[config.mk]
export PLATFORM = sky130hd
export DESIGN_NAME = brownout_reset_control
export DESIGN_NICKNAME = d
export VERILOG_FILES = /design/src/core/brownout_pkg.sv /design/src/core/reset_sync.sv /design/src/core/apb_byte_slave.sv /design/src/core/brownout_reset_control.sv
export VERILOG_INCLUDE_DIRS = /design/src /design/src/core
export SDC_FILE = /design/constraint.sdc
export NUM_CORES = 1
export LEC_CHECK = 0
export CELL_PAD_IN_SITES_DETAIL_PLACEMENT = 1
export CELL_PAD_IN_SITES_GLOBAL_PLACEMENT = 1
export CORE_UTILIZATION = 40
export CTS_CLUSTER_SIZE = 20
export DETAILED_ROUTE_END_ITERATION = 6
export DONT_BUFFER_PORTS = 1
export PLACE_DENSITY_LB_ADDON = 0.1
export SKIP_CTS_REPAIR_TIMING = 1
export SYNTH_ARGS = -nofsm -noshare
export SYNTH_HDL_FRONTEND = slang
export SYNTH_HIERARCHICAL = 1
export SYNTH_SLANG_ARGS = --single-unit
[constraint.sdc]
create_clock -name core_clk -period 0.8 [get_ports core_clk]
set_input_delay 0.04 -clock core_clk [delete_from_list [all_inputs] [get_ports core_clk]]
set_output_delay 0.04 -clock core_clk [all_outputs]
set_load 0.01 [all_outputs]
[src/core/brownout_defines.svh]
// constants for the brown-out reset control block
//----------------------------------------------------------------------
// Overview of operation
//----------------------------------------------------------------------
// Overview of operation
// - mode 01: detector enabled while software enable is 1, disabled while 0.
// - mode not 01: software enable stays read/write but does not steer detector.
// - mode 10 or 01: fast start 1 forces band gap on in every state.
// - mode 11 or 00: fast start stays read/write but has no effect.
// - bit 0 is a read-only ready flag, 1 while the detector is active.
// - bits five to one are unimplemented, writes ignored, reads zero.
// - power-on reset loads enable 1, fast start 0; other resets keep them.
// - after power-on reset ready shows real detector state; other resets keep it.
`ifndef BROWNOUT_DEFINES_SVH
`define BROWNOUT_DEFINES_SVH

//----------------------------------------------------------------------
// register map and fields
//----------------------------------------------------------------------
`define BRC_ADDR        12'h000
`define BRC_SBE_BIT     7
`define BRC_BFS_BIT     6
`define BRC_RDY_BIT     0
`define BRC_SBE_RST     1'b1
`define BRC_BFS_RST     1'b0
`define BRC_RDY_RST     1'b0
`define BRC_BYTE_ZERO   8'h00
`define BRC_UNUSED_ZERO 5'h00
`define APB_WORD_ZERO   32'h0000_0000
`define APB_UPPER_ZERO  24'h00_0000

//----------------------------------------------------------------------
// configuration mode codes
//----------------------------------------------------------------------
`define MODE_OFF        2'b00
`define MODE_SOFT       2'b01
`define MODE_NO_SLEEP   2'b10
`define MODE_ON         2'b11
`define MODE_RST        2'b00

`endif

[src/core/brownout_pkg.sv]
// types shared by the brown-out reset control block
`default_nettype none
package brownout_pkg;
	typedef logic [7:0]  reg_byte_type;
	typedef logic [1:0]  mode_type;
	typedef enum logic   {apb_setup_or_idle, apb_answer} apb_phase_type;
endpackage
`default_nettype wire

[src/core/reset_sync.sv]
// two-stage release synchroniser for the asynchronous reset
`timescale 1ns/100ps
`default_nettype none
module reset_sync
(
	input  wire logic core_clk,
	input  wire logic rst_n,
	output var  logic rst_sync_n
);
	logic meta_r;

	// assert at once, release after two edges
	always_ff @(posedge core_clk or negedge rst_n)
	begin
		if (!rst_n)
		begin
			meta_r     <= 1'b0;
			rst_sync_n <= 1'b0;
		end
		else
		begin
			meta_r     <= 1'b1;
			rst_sync_n <= meta_r;
		end
	end
endmodule // reset_sync
`default_nettype wire

[src/core/apb_byte_slave.sv]
// apb slave front end for one byte-wide register
`timescale 1ns/100ps
`default_nettype none
`include "brownout_defines.svh"
module apb_byte_slave
(
	input  wire logic                       core_clk,
	input  wire logic                       rst_sync_n,
	input  wire logic                       psel,
	input  wire logic                       penable,
	input  wire logic                       pwrite,
	input  wire logic [11:0]                paddr,
	input  wire logic [31:0]                pwdata,
	input  wire logic [3:0]                 pstrb,
	input  wire brownout_pkg::reg_byte_type rd_value,
	output var  logic                       pready,
	output var  logic [31:0]                prdata,
	output var  logic                       pslverr,
	output wire logic                       wr_pulse,
	output wire brownout_pkg::reg_byte_type wr_byte
);
	brownout_pkg::apb_phase_type phase_r;
	brownout_pkg::apb_phase_type phase_nxt;
	wire logic addr_hit;
	wire logic access_now;

	// decode; one wait state, answer in the second access cycle
	assign addr_hit   = (paddr == `BRC_ADDR);
	assign access_now = psel && penable;
	assign wr_pulse   = access_now && pready && pwrite && addr_hit && pstrb[0];
	assign wr_byte    = pwdata[7:0];

	always_comb
	begin
		phase_nxt = brownout_pkg::apb_setup_or_idle;
		case (phase_r)
			brownout_pkg::apb_setup_or_idle: phase_nxt = access_now ?
				brownout_pkg::apb_answer : brownout_pkg::apb_setup_or_idle;
			brownout_pkg::apb_answer: phase_nxt = brownout_pkg::apb_setup_or_idle;
			default: phase_nxt = brownout_pkg::apb_setup_or_idle;
		endcase
	end

	// answer flops; read data sampled one cycle before the completing edge
	always_ff @(posedge core_clk or negedge rst_sync_n)
	begin
		if (!rst_sync_n)
		begin
			phase_r <= brownout_pkg::apb_setup_or_idle;
			pready  <= 1'b0;
			prdata  <= `APB_WORD_ZERO;
			pslverr <= 1'b0;
		end
		else
		begin
			phase_r <= phase_nxt;
			pready  <= (phase_nxt == brownout_pkg::apb_answer);
			prdata  <= (access_now && !pready && !pwrite && addr_hit) ?
				{`APB_UPPER_ZERO, rd_value} : `APB_WORD_ZERO;
			pslverr <= access_now && !pready && !addr_hit;
		end
	end
endmodule // apb_byte_slave
`default_nettype wire

[src/core/brownout_reset_control.sv]
// brown-out reset control register and detector steering
//
// Register access over APB and the register addresses were chosen for this implementation.
`timescale 1ns/100ps
`default_nettype none
`include "brownout_defines.svh"
module brownout_reset_control
(
	input  wire logic        core_clk,
	input  wire logic        rst_n,
	input  wire logic        other_reset,
	input  wire logic [1:0]  brownout_mode_config,
	input  wire logic        sleep_active,
	input  wire logic        brownout_circuit_active,
	input  wire logic        psel,
	input  wire logic        penable,
	input  wire logic        pwrite,
	input  wire logic [11:0] paddr,
	input  wire logic [31:0] pwdata,
	input  wire logic [3:0]  pstrb,
	output var  logic        pready,
	output var  logic [31:0] prdata,
	output var  logic        pslverr,
	output var  logic        brownout_reset_enable,
	output var  logic        bandgap_force_on
);
	//------------------------------------------------------------------
	// reset release
	//------------------------------------------------------------------
	wire logic rst_sync_n;

	reset_sync u_reset_sync
	(
		.core_clk   (core_clk),
		.rst_n      (rst_n),
		.rst_sync_n (rst_sync_n)
	);

	//------------------------------------------------------------------
	// bus front end
	//------------------------------------------------------------------
	wire logic                       wr_pulse;
	wire brownout_pkg::reg_byte_type wr_byte;
	wire brownout_pkg::reg_byte_type rd_value;

	apb_byte_slave u_apb
	(
		.core_clk   (core_clk),
		.rst_sync_n (rst_sync_n),
		.psel       (psel),
		.penable    (penable),
		.pwrite     (pwrite),
		.paddr      (paddr),
		.pwdata     (pwdata),
		.pstrb      (pstrb),
		.rd_value   (rd_value),
		.pready     (pready),
		.prdata     (prdata),
		.pslverr    (pslverr),
		.wr_pulse   (wr_pulse),
		.wr_byte    (wr_byte)
	);

	//------------------------------------------------------------------
	// configuration mode capture
	//------------------------------------------------------------------
	brownout_pkg::mode_type mode_r;
	logic                   mode_taken_r;

	// strap caught by a clocked process after release, never by the reset itself
	always_ff @(posedge core_clk or negedge rst_sync_n)
	begin
		if (!rst_sync_n)
		begin
			mode_r       <= `MODE_RST;
			mode_taken_r <= 1'b0;
		end
		else if (!mode_taken_r)
		begin
			mode_r       <= brownout_mode_config;
			mode_taken_r <= 1'b1;
		end
	end

	//------------------------------------------------------------------
	// control register
	//------------------------------------------------------------------
	logic soft_brownout_enable_r;
	logic bandgap_fast_start_r;
	logic brownout_circuit_ready_r;
	wire logic write_ok;

	// warm resets hold off writes but never touch the stored bits
	assign write_ok = wr_pulse && !other_reset;

	// only bits 7 and 6 are stored from writes; bit 0 has its own flop, bits five to one have none
	always_ff @(posedge core_clk or negedge rst_sync_n)
	begin
		if (!rst_sync_n)
		begin
			soft_brownout_enable_r <= `BRC_SBE_RST;
			bandgap_fast_start_r   <= `BRC_BFS_RST;
		end
		else if (write_ok)
		begin
			soft_brownout_enable_r <= wr_byte[`BRC_SBE_BIT];
			bandgap_fast_start_r   <= wr_byte[`BRC_BFS_BIT];
		end
	end

	// ready follows the detector; frozen while a warm reset is in force
	always_ff @(posedge core_clk or negedge rst_sync_n)
	begin
		if (!rst_sync_n)
			brownout_circuit_ready_r <= `BRC_RDY_RST;
		else if (!other_reset)
			brownout_circuit_ready_r <= brownout_circuit_active;
	end

	// read image: bits five to one tie to zero
	assign rd_value = {soft_brownout_enable_r, bandgap_fast_start_r, `BRC_UNUSED_ZERO,
		brownout_circuit_ready_r};

	//------------------------------------------------------------------
	// detector and band gap steering
	//------------------------------------------------------------------
	function automatic logic enable_for_mode(input brownout_pkg::mode_type m,
		input logic soft_en, input logic asleep);
		logic en;
		en = 1'b0;
		case (m)
			`MODE_ON:       en = 1'b1;
			`MODE_NO_SLEEP: en = !asleep;
			`MODE_SOFT:     en = soft_en;
			default:        en = 1'b0;
		endcase
		return en;
	endfunction

	wire logic mode_soft;
	wire logic fast_start_applies;
	wire logic enable_nxt;
	wire logic force_nxt;

	// enable bit only counts in software mode; sleep gating only in mode 10
	assign mode_soft          = (mode_r == `MODE_SOFT);
	assign fast_start_applies = mode_soft || (mode_r == `MODE_NO_SLEEP);
	assign enable_nxt         = mode_taken_r &&
		enable_for_mode(mode_r, soft_brownout_enable_r, sleep_active);
	assign force_nxt          = mode_taken_r && fast_start_applies &&
		bandgap_fast_start_r;

	// outputs registered, so they lag the register by one cycle
	always_ff @(posedge core_clk or negedge rst_sync_n)
	begin
		if (!rst_sync_n)
		begin
			brownout_reset_enable <= 1'b0;
			bandgap_force_on      <= 1'b0;
		end
		else
		begin
			brownout_reset_enable <= enable_nxt;
			bandgap_force_on      <= force_nxt;
		end
	end
endmodule // brownout_reset_control
`default_nettype wire

Word level (Yosys, flattened, before mapping):

Index checks and enable logic that the tools add are counted.

* flip-flop bits (word level): 44
* input bits: 58
* output and inout bits: 36
* logic and storage cells: 40

* equal/unequal tests: 3
* mux-type cells: 4
* bitwise gates (word level): 1
* reduce and logical (&&, ||, !) cells: 20

Operators with widths (number)
* $logic_and A1 B1 Y1: 13
* $logic_not A12 Y1: 1
* $mux W8: 1
* $logic_not A1 Y1: 5
* $eq A2 B2 Y1 const B: 2
* $pmux W1 S3: 1
* $eq A2 B1 Y1 const B: 1
* $pmux W1 S2: 1
* $logic_or A1 B1 Y1: 1
* $mux W1: 1
* $not A1 Y1: 1

Logic depth before layout (Yosys ltp):

* depth after elaboration: 6
* mapped depth: 5
* gate-level depth less buffers: 5

By module:

Netlist, hierarchy kept.

By module, submodules not included
* apb_byte_slave: instances 1, cells each 63, area an instance 638.1 µm², sequential area each 250.2 µm²
* brownout_reset_control: instances 1, cells each 28, area an instance 376.6 µm², sequential area each 201.4 µm²
* reset_sync: instances 1, cells each 3, area an instance 53.8 µm², sequential area each 50.0 µm²

Least setup slack after synthesis:

Ideal clock, no wire load.

* path kind: input -> register
* from: input port paddr[5]
* to: register bandgap_fast_start_r
* setup time: 0.125 ns
* arrival: 1.416 ns
* required time: 0.675 ns
* path slack: -0.741 ns
* cell stages on the path: 5
* buffers on the path: 0
* cells stage by stage: or4_1 nor3_1 and3_1 nor2b_4 mux2_4

* word-level cells in the longest chain between the ends: 4

Ends and longest elaborated chain
* from (decl): line brownout_reset_control.sv:18 `input wire logic [11:0] paddr,`
* $logic_not A12 Y1 (no line)
* $logic_and A1 B1 Y1 (2 in series): line apb_byte_slave.sv:30 `assign wr_pulse = access_now && pready && pwrite && addr_hit && pstrb[0];`
* named net wr_pulse: line brownout_reset_control.sv:42 `wire logic wr_pulse;`
* $logic_and A1 B1 Y1: line brownout_reset_control.sv:94 `assign write_ok = wr_pulse && !other_reset;`
* to (signal assigned): line brownout_reset_control.sv:102 `` bandgap_fast_start_r <= `BRC_BFS_RST; ``
* to (signal assigned): line brownout_reset_control.sv:107 `` bandgap_fast_start_r <= wr_byte[`BRC_BFS_BIT]; ``
* to (decl): line brownout_reset_control.sv:89 `logic bandgap_fast_start_r;`

The timed path passes the listed nets, and every way through them passes these cells.
A chain may end at the register's enable or synchronous reset.

Final worst setup path:

* from: register u_apb.pready
* to: register u_apb.prdata[7]

* word-level cells in the longest chain between the ends: 5

Ends and longest elaborated chain
* from (decl): line apb_byte_slave.sv:16 `output var logic pready,`
* from (signal assigned): line apb_byte_slave.sv:57 `pready <= (phase_nxt == brownout_pkg::apb_answer);`
* $logic_not A1 Y1: line apb_byte_slave.sv:58 `prdata <= (access_now && !pready && !pwrite && addr_hit) ?`
* $logic_and A1 B1 Y1 (3 in series): line apb_byte_slave.sv:58
* $mux W8 (no line)
* to (signal assigned): line apb_byte_slave.sv:51 `` prdata <= `APB_WORD_ZERO; ``
* to (signal assigned): line apb_byte_slave.sv:58
* to (decl): line apb_byte_slave.sv:17 `output var logic [31:0] prdata,`

Every way passes these cells.

==> impl_metrics.env <==
export IMPL_setup_worst_path_start_class="flop"
export IMPL_core_area_mm2=0.00232
export IMPL_finalCriticalPeriod_ps=1430
export IMPL_die_w_um=52.6
export IMPL_netlist_area_mm2=0.00102
export IMPL_grt_usage_pct=12.6
export IMPL_grt_setup_unrepaired="true"
export IMPL_via_per_inst=4.14
export IMPL_p_sw_share_pct=22.1
export IMPL_required_ps=1050
export IMPL_cts_made_buffers=3
export IMPL_antenna_found_initial=0
export IMPL_ff2ff_path_depth=4
export IMPL_path_clk_slew_ps=110
export IMPL_clock_skew_ps=10.5
export IMPL_hp_start="paddr[10]"
export IMPL_syn_inst=88
export IMPL_nets=181
export IMPL_hpwl_um=1290
export IMPL_status="finished, violations left"
export IMPL_clockBufferDepth=2
export IMPL_worstSkewPairLatency_ps=300
export IMPL_dr_total_vias=604
export IMPL_wl_um=1810
export IMPL_worstHoldEndpoint="u_apb/pslverr"
export IMPL_fill_cells=253
export IMPL_grt_overflow=0
export IMPL_postRouteAntennaNets=0
export IMPL_setup_slack_ps=-625
export IMPL_r2r_start="u_apb/pready"
export IMPL_p_leak_nw=0.671
export IMPL_cts_sinks=20
export IMPL_grt_start_max_net_pins=13
export IMPL_switchingPower_uw=484
export IMPL_grt_pass1_wl_um=2400
export IMPL_core_rowCount=17
export IMPL_boundaryPins=94
export IMPL_cp_max_fo=5
export IMPL_cts_tree="yes"
export IMPL_dieArea_mm2=0.00277
export IMPL_max_cap_viol_count=0
export IMPL_clkPwrFrac_pct=36.8
export IMPL_violations="negative setup slack"
export IMPL_clock_root_buffer="clkbuf_4"
export IMPL_finalSetupViolCount=13
export IMPL_antenna_cells=0
export IMPL_hold_depth=3
export IMPL_syn2layout_area_growth_pct=29.7
export IMPL_drcViolationCount=0
export IMPL_power_density_mw_per_mm2=1640
export IMPL_min_path_type="in2reg"
export IMPL_place_ws_ps=-751
export IMPL_layout_drive_gt1_share_pct=35.6
export IMPL_die_h_um=52.6
export IMPL_largestRegisters="u_apb/prdata x8, mode_r x2"
export IMPL_yosys_warnings=6
export IMPL_cp_arrival_ps=1680
export IMPL_wl_per_cell_um=12.4
export IMPL_drt_iter0_markers=0
export IMPL_htree_levels=1
export IMPL_initial_core_util_pct=44.1
export IMPL_top_register="u_apb/prdata"
export IMPL_largest_reg_flops=8
export IMPL_r2r_end="u_apb/prdata[7]"
export IMPL_fmax_mhz=702
export IMPL_crit_type="reg2reg"
export IMPL_hold_viol_final=0
export IMPL_r2r_slack_ps=-630
export IMPL_hold_slack_ps=16.5
export IMPL_grt_pass1_vias=525
export IMPL_p_comb_share_pct=13.5
export IMPL_ir_drop_mv=1.55
export IMPL_slew_viol_final=0
export IMPL_place_congestion=0.709
export IMPL_internal_power_mw=1.70
export IMPL_drt_first_pass_iters=1
export IMPL_crit_path_end_kind="flop"
export IMPL_pwr_share_seq_pct=49.6
export IMPL_avgSynthCellArea_um2=11.6
export IMPL_min_period_over_period_pct=178
export IMPL_portBuffers=0
-- how the worst max path moves through the flow --
stage,startpoint,to,slack [ps],cells after the start
final,u_apb/pready,u_apb/prdata[7],-630,4
after global routing,u_apb/pready,u_apb/prdata[0],-670,4
after CTS,u_apb/pready,u_apb/prdata[7],-660,4
after detailed placement,paddr[1],bandgap_fast_start_r,-750,5
after global placement,paddr[1],bandgap_fast_start_r,-740,5
after floorplan,paddr[1],bandgap_fast_start_r,-710,5
-- final cells by class --
type | count | area, um2 | area share [%]
multi-input combinational | 65 | 489 | 36.9
clock inverter | 1 | 30.0 | 2.26
inverter | 4 | 15.0 | 1.13
sequential | 20 | 503 | 37.9
tap | 28 | 35.0 | 2.64
clock buffer | 3 | 22.5 | 1.70
timing repair buffer | 25 | 233 | 17.5
-- cell usage in the layout (no fill, tap or decap), drive strengths merged, types with 3 or more instances in the layout --
cell,n
conb,31
dfrtp,19
buf,15
dlygate4sd3,10
and2,8
mux2,5
inv,4
ha,4
nand2,3
clkbuf,3
or4,3
-- metal layers --
metal  track usage, %  routed length (um)  vias up
met2             22.2                 989       37
met3             6.96                 159        2
met4             2.63                   5        0
met5                0                   0        -
met1             12.9                 651      283
li1                 -                   -      282
-- per-stage QoR --
stage,util [%],instances,instance area (um2),power [mW],setup TNS (ps)
after floorplan,-,115,1140,1.31,-3650
after global placement,46.2,128,1070,1.28,-4050
after detailed placement,46.2,128,1070,1.28,-4160
after global routing,57.3,146,1330,2.30,-4650
final,57.3,146,1330,2.18,-3960
after CTS,48.5,132,1120,2.11,-3780
-- critical path: stages (launching register included) --
cell and delay, ps:
dfrtp_1 410, or4bb_4 530, nor4_4 130, buf_4 170, and2_4 130
-- power groups by stage --
stage | clock network (mW) | logic, mW | registers [mW]
after floorplan | 0 | 0.211 | 1.10
after global placement | 0 | 0.181 | 1.09
after detailed placement | 0 | 0.186 | 1.10
after CTS | 0.841 | 0.188 | 1.08
after global routing | 0.883 | 0.325 | 1.09
final | 0.804 | 0.296 | 1.08
No activity file was read; power rests on OpenSTA's default activity.
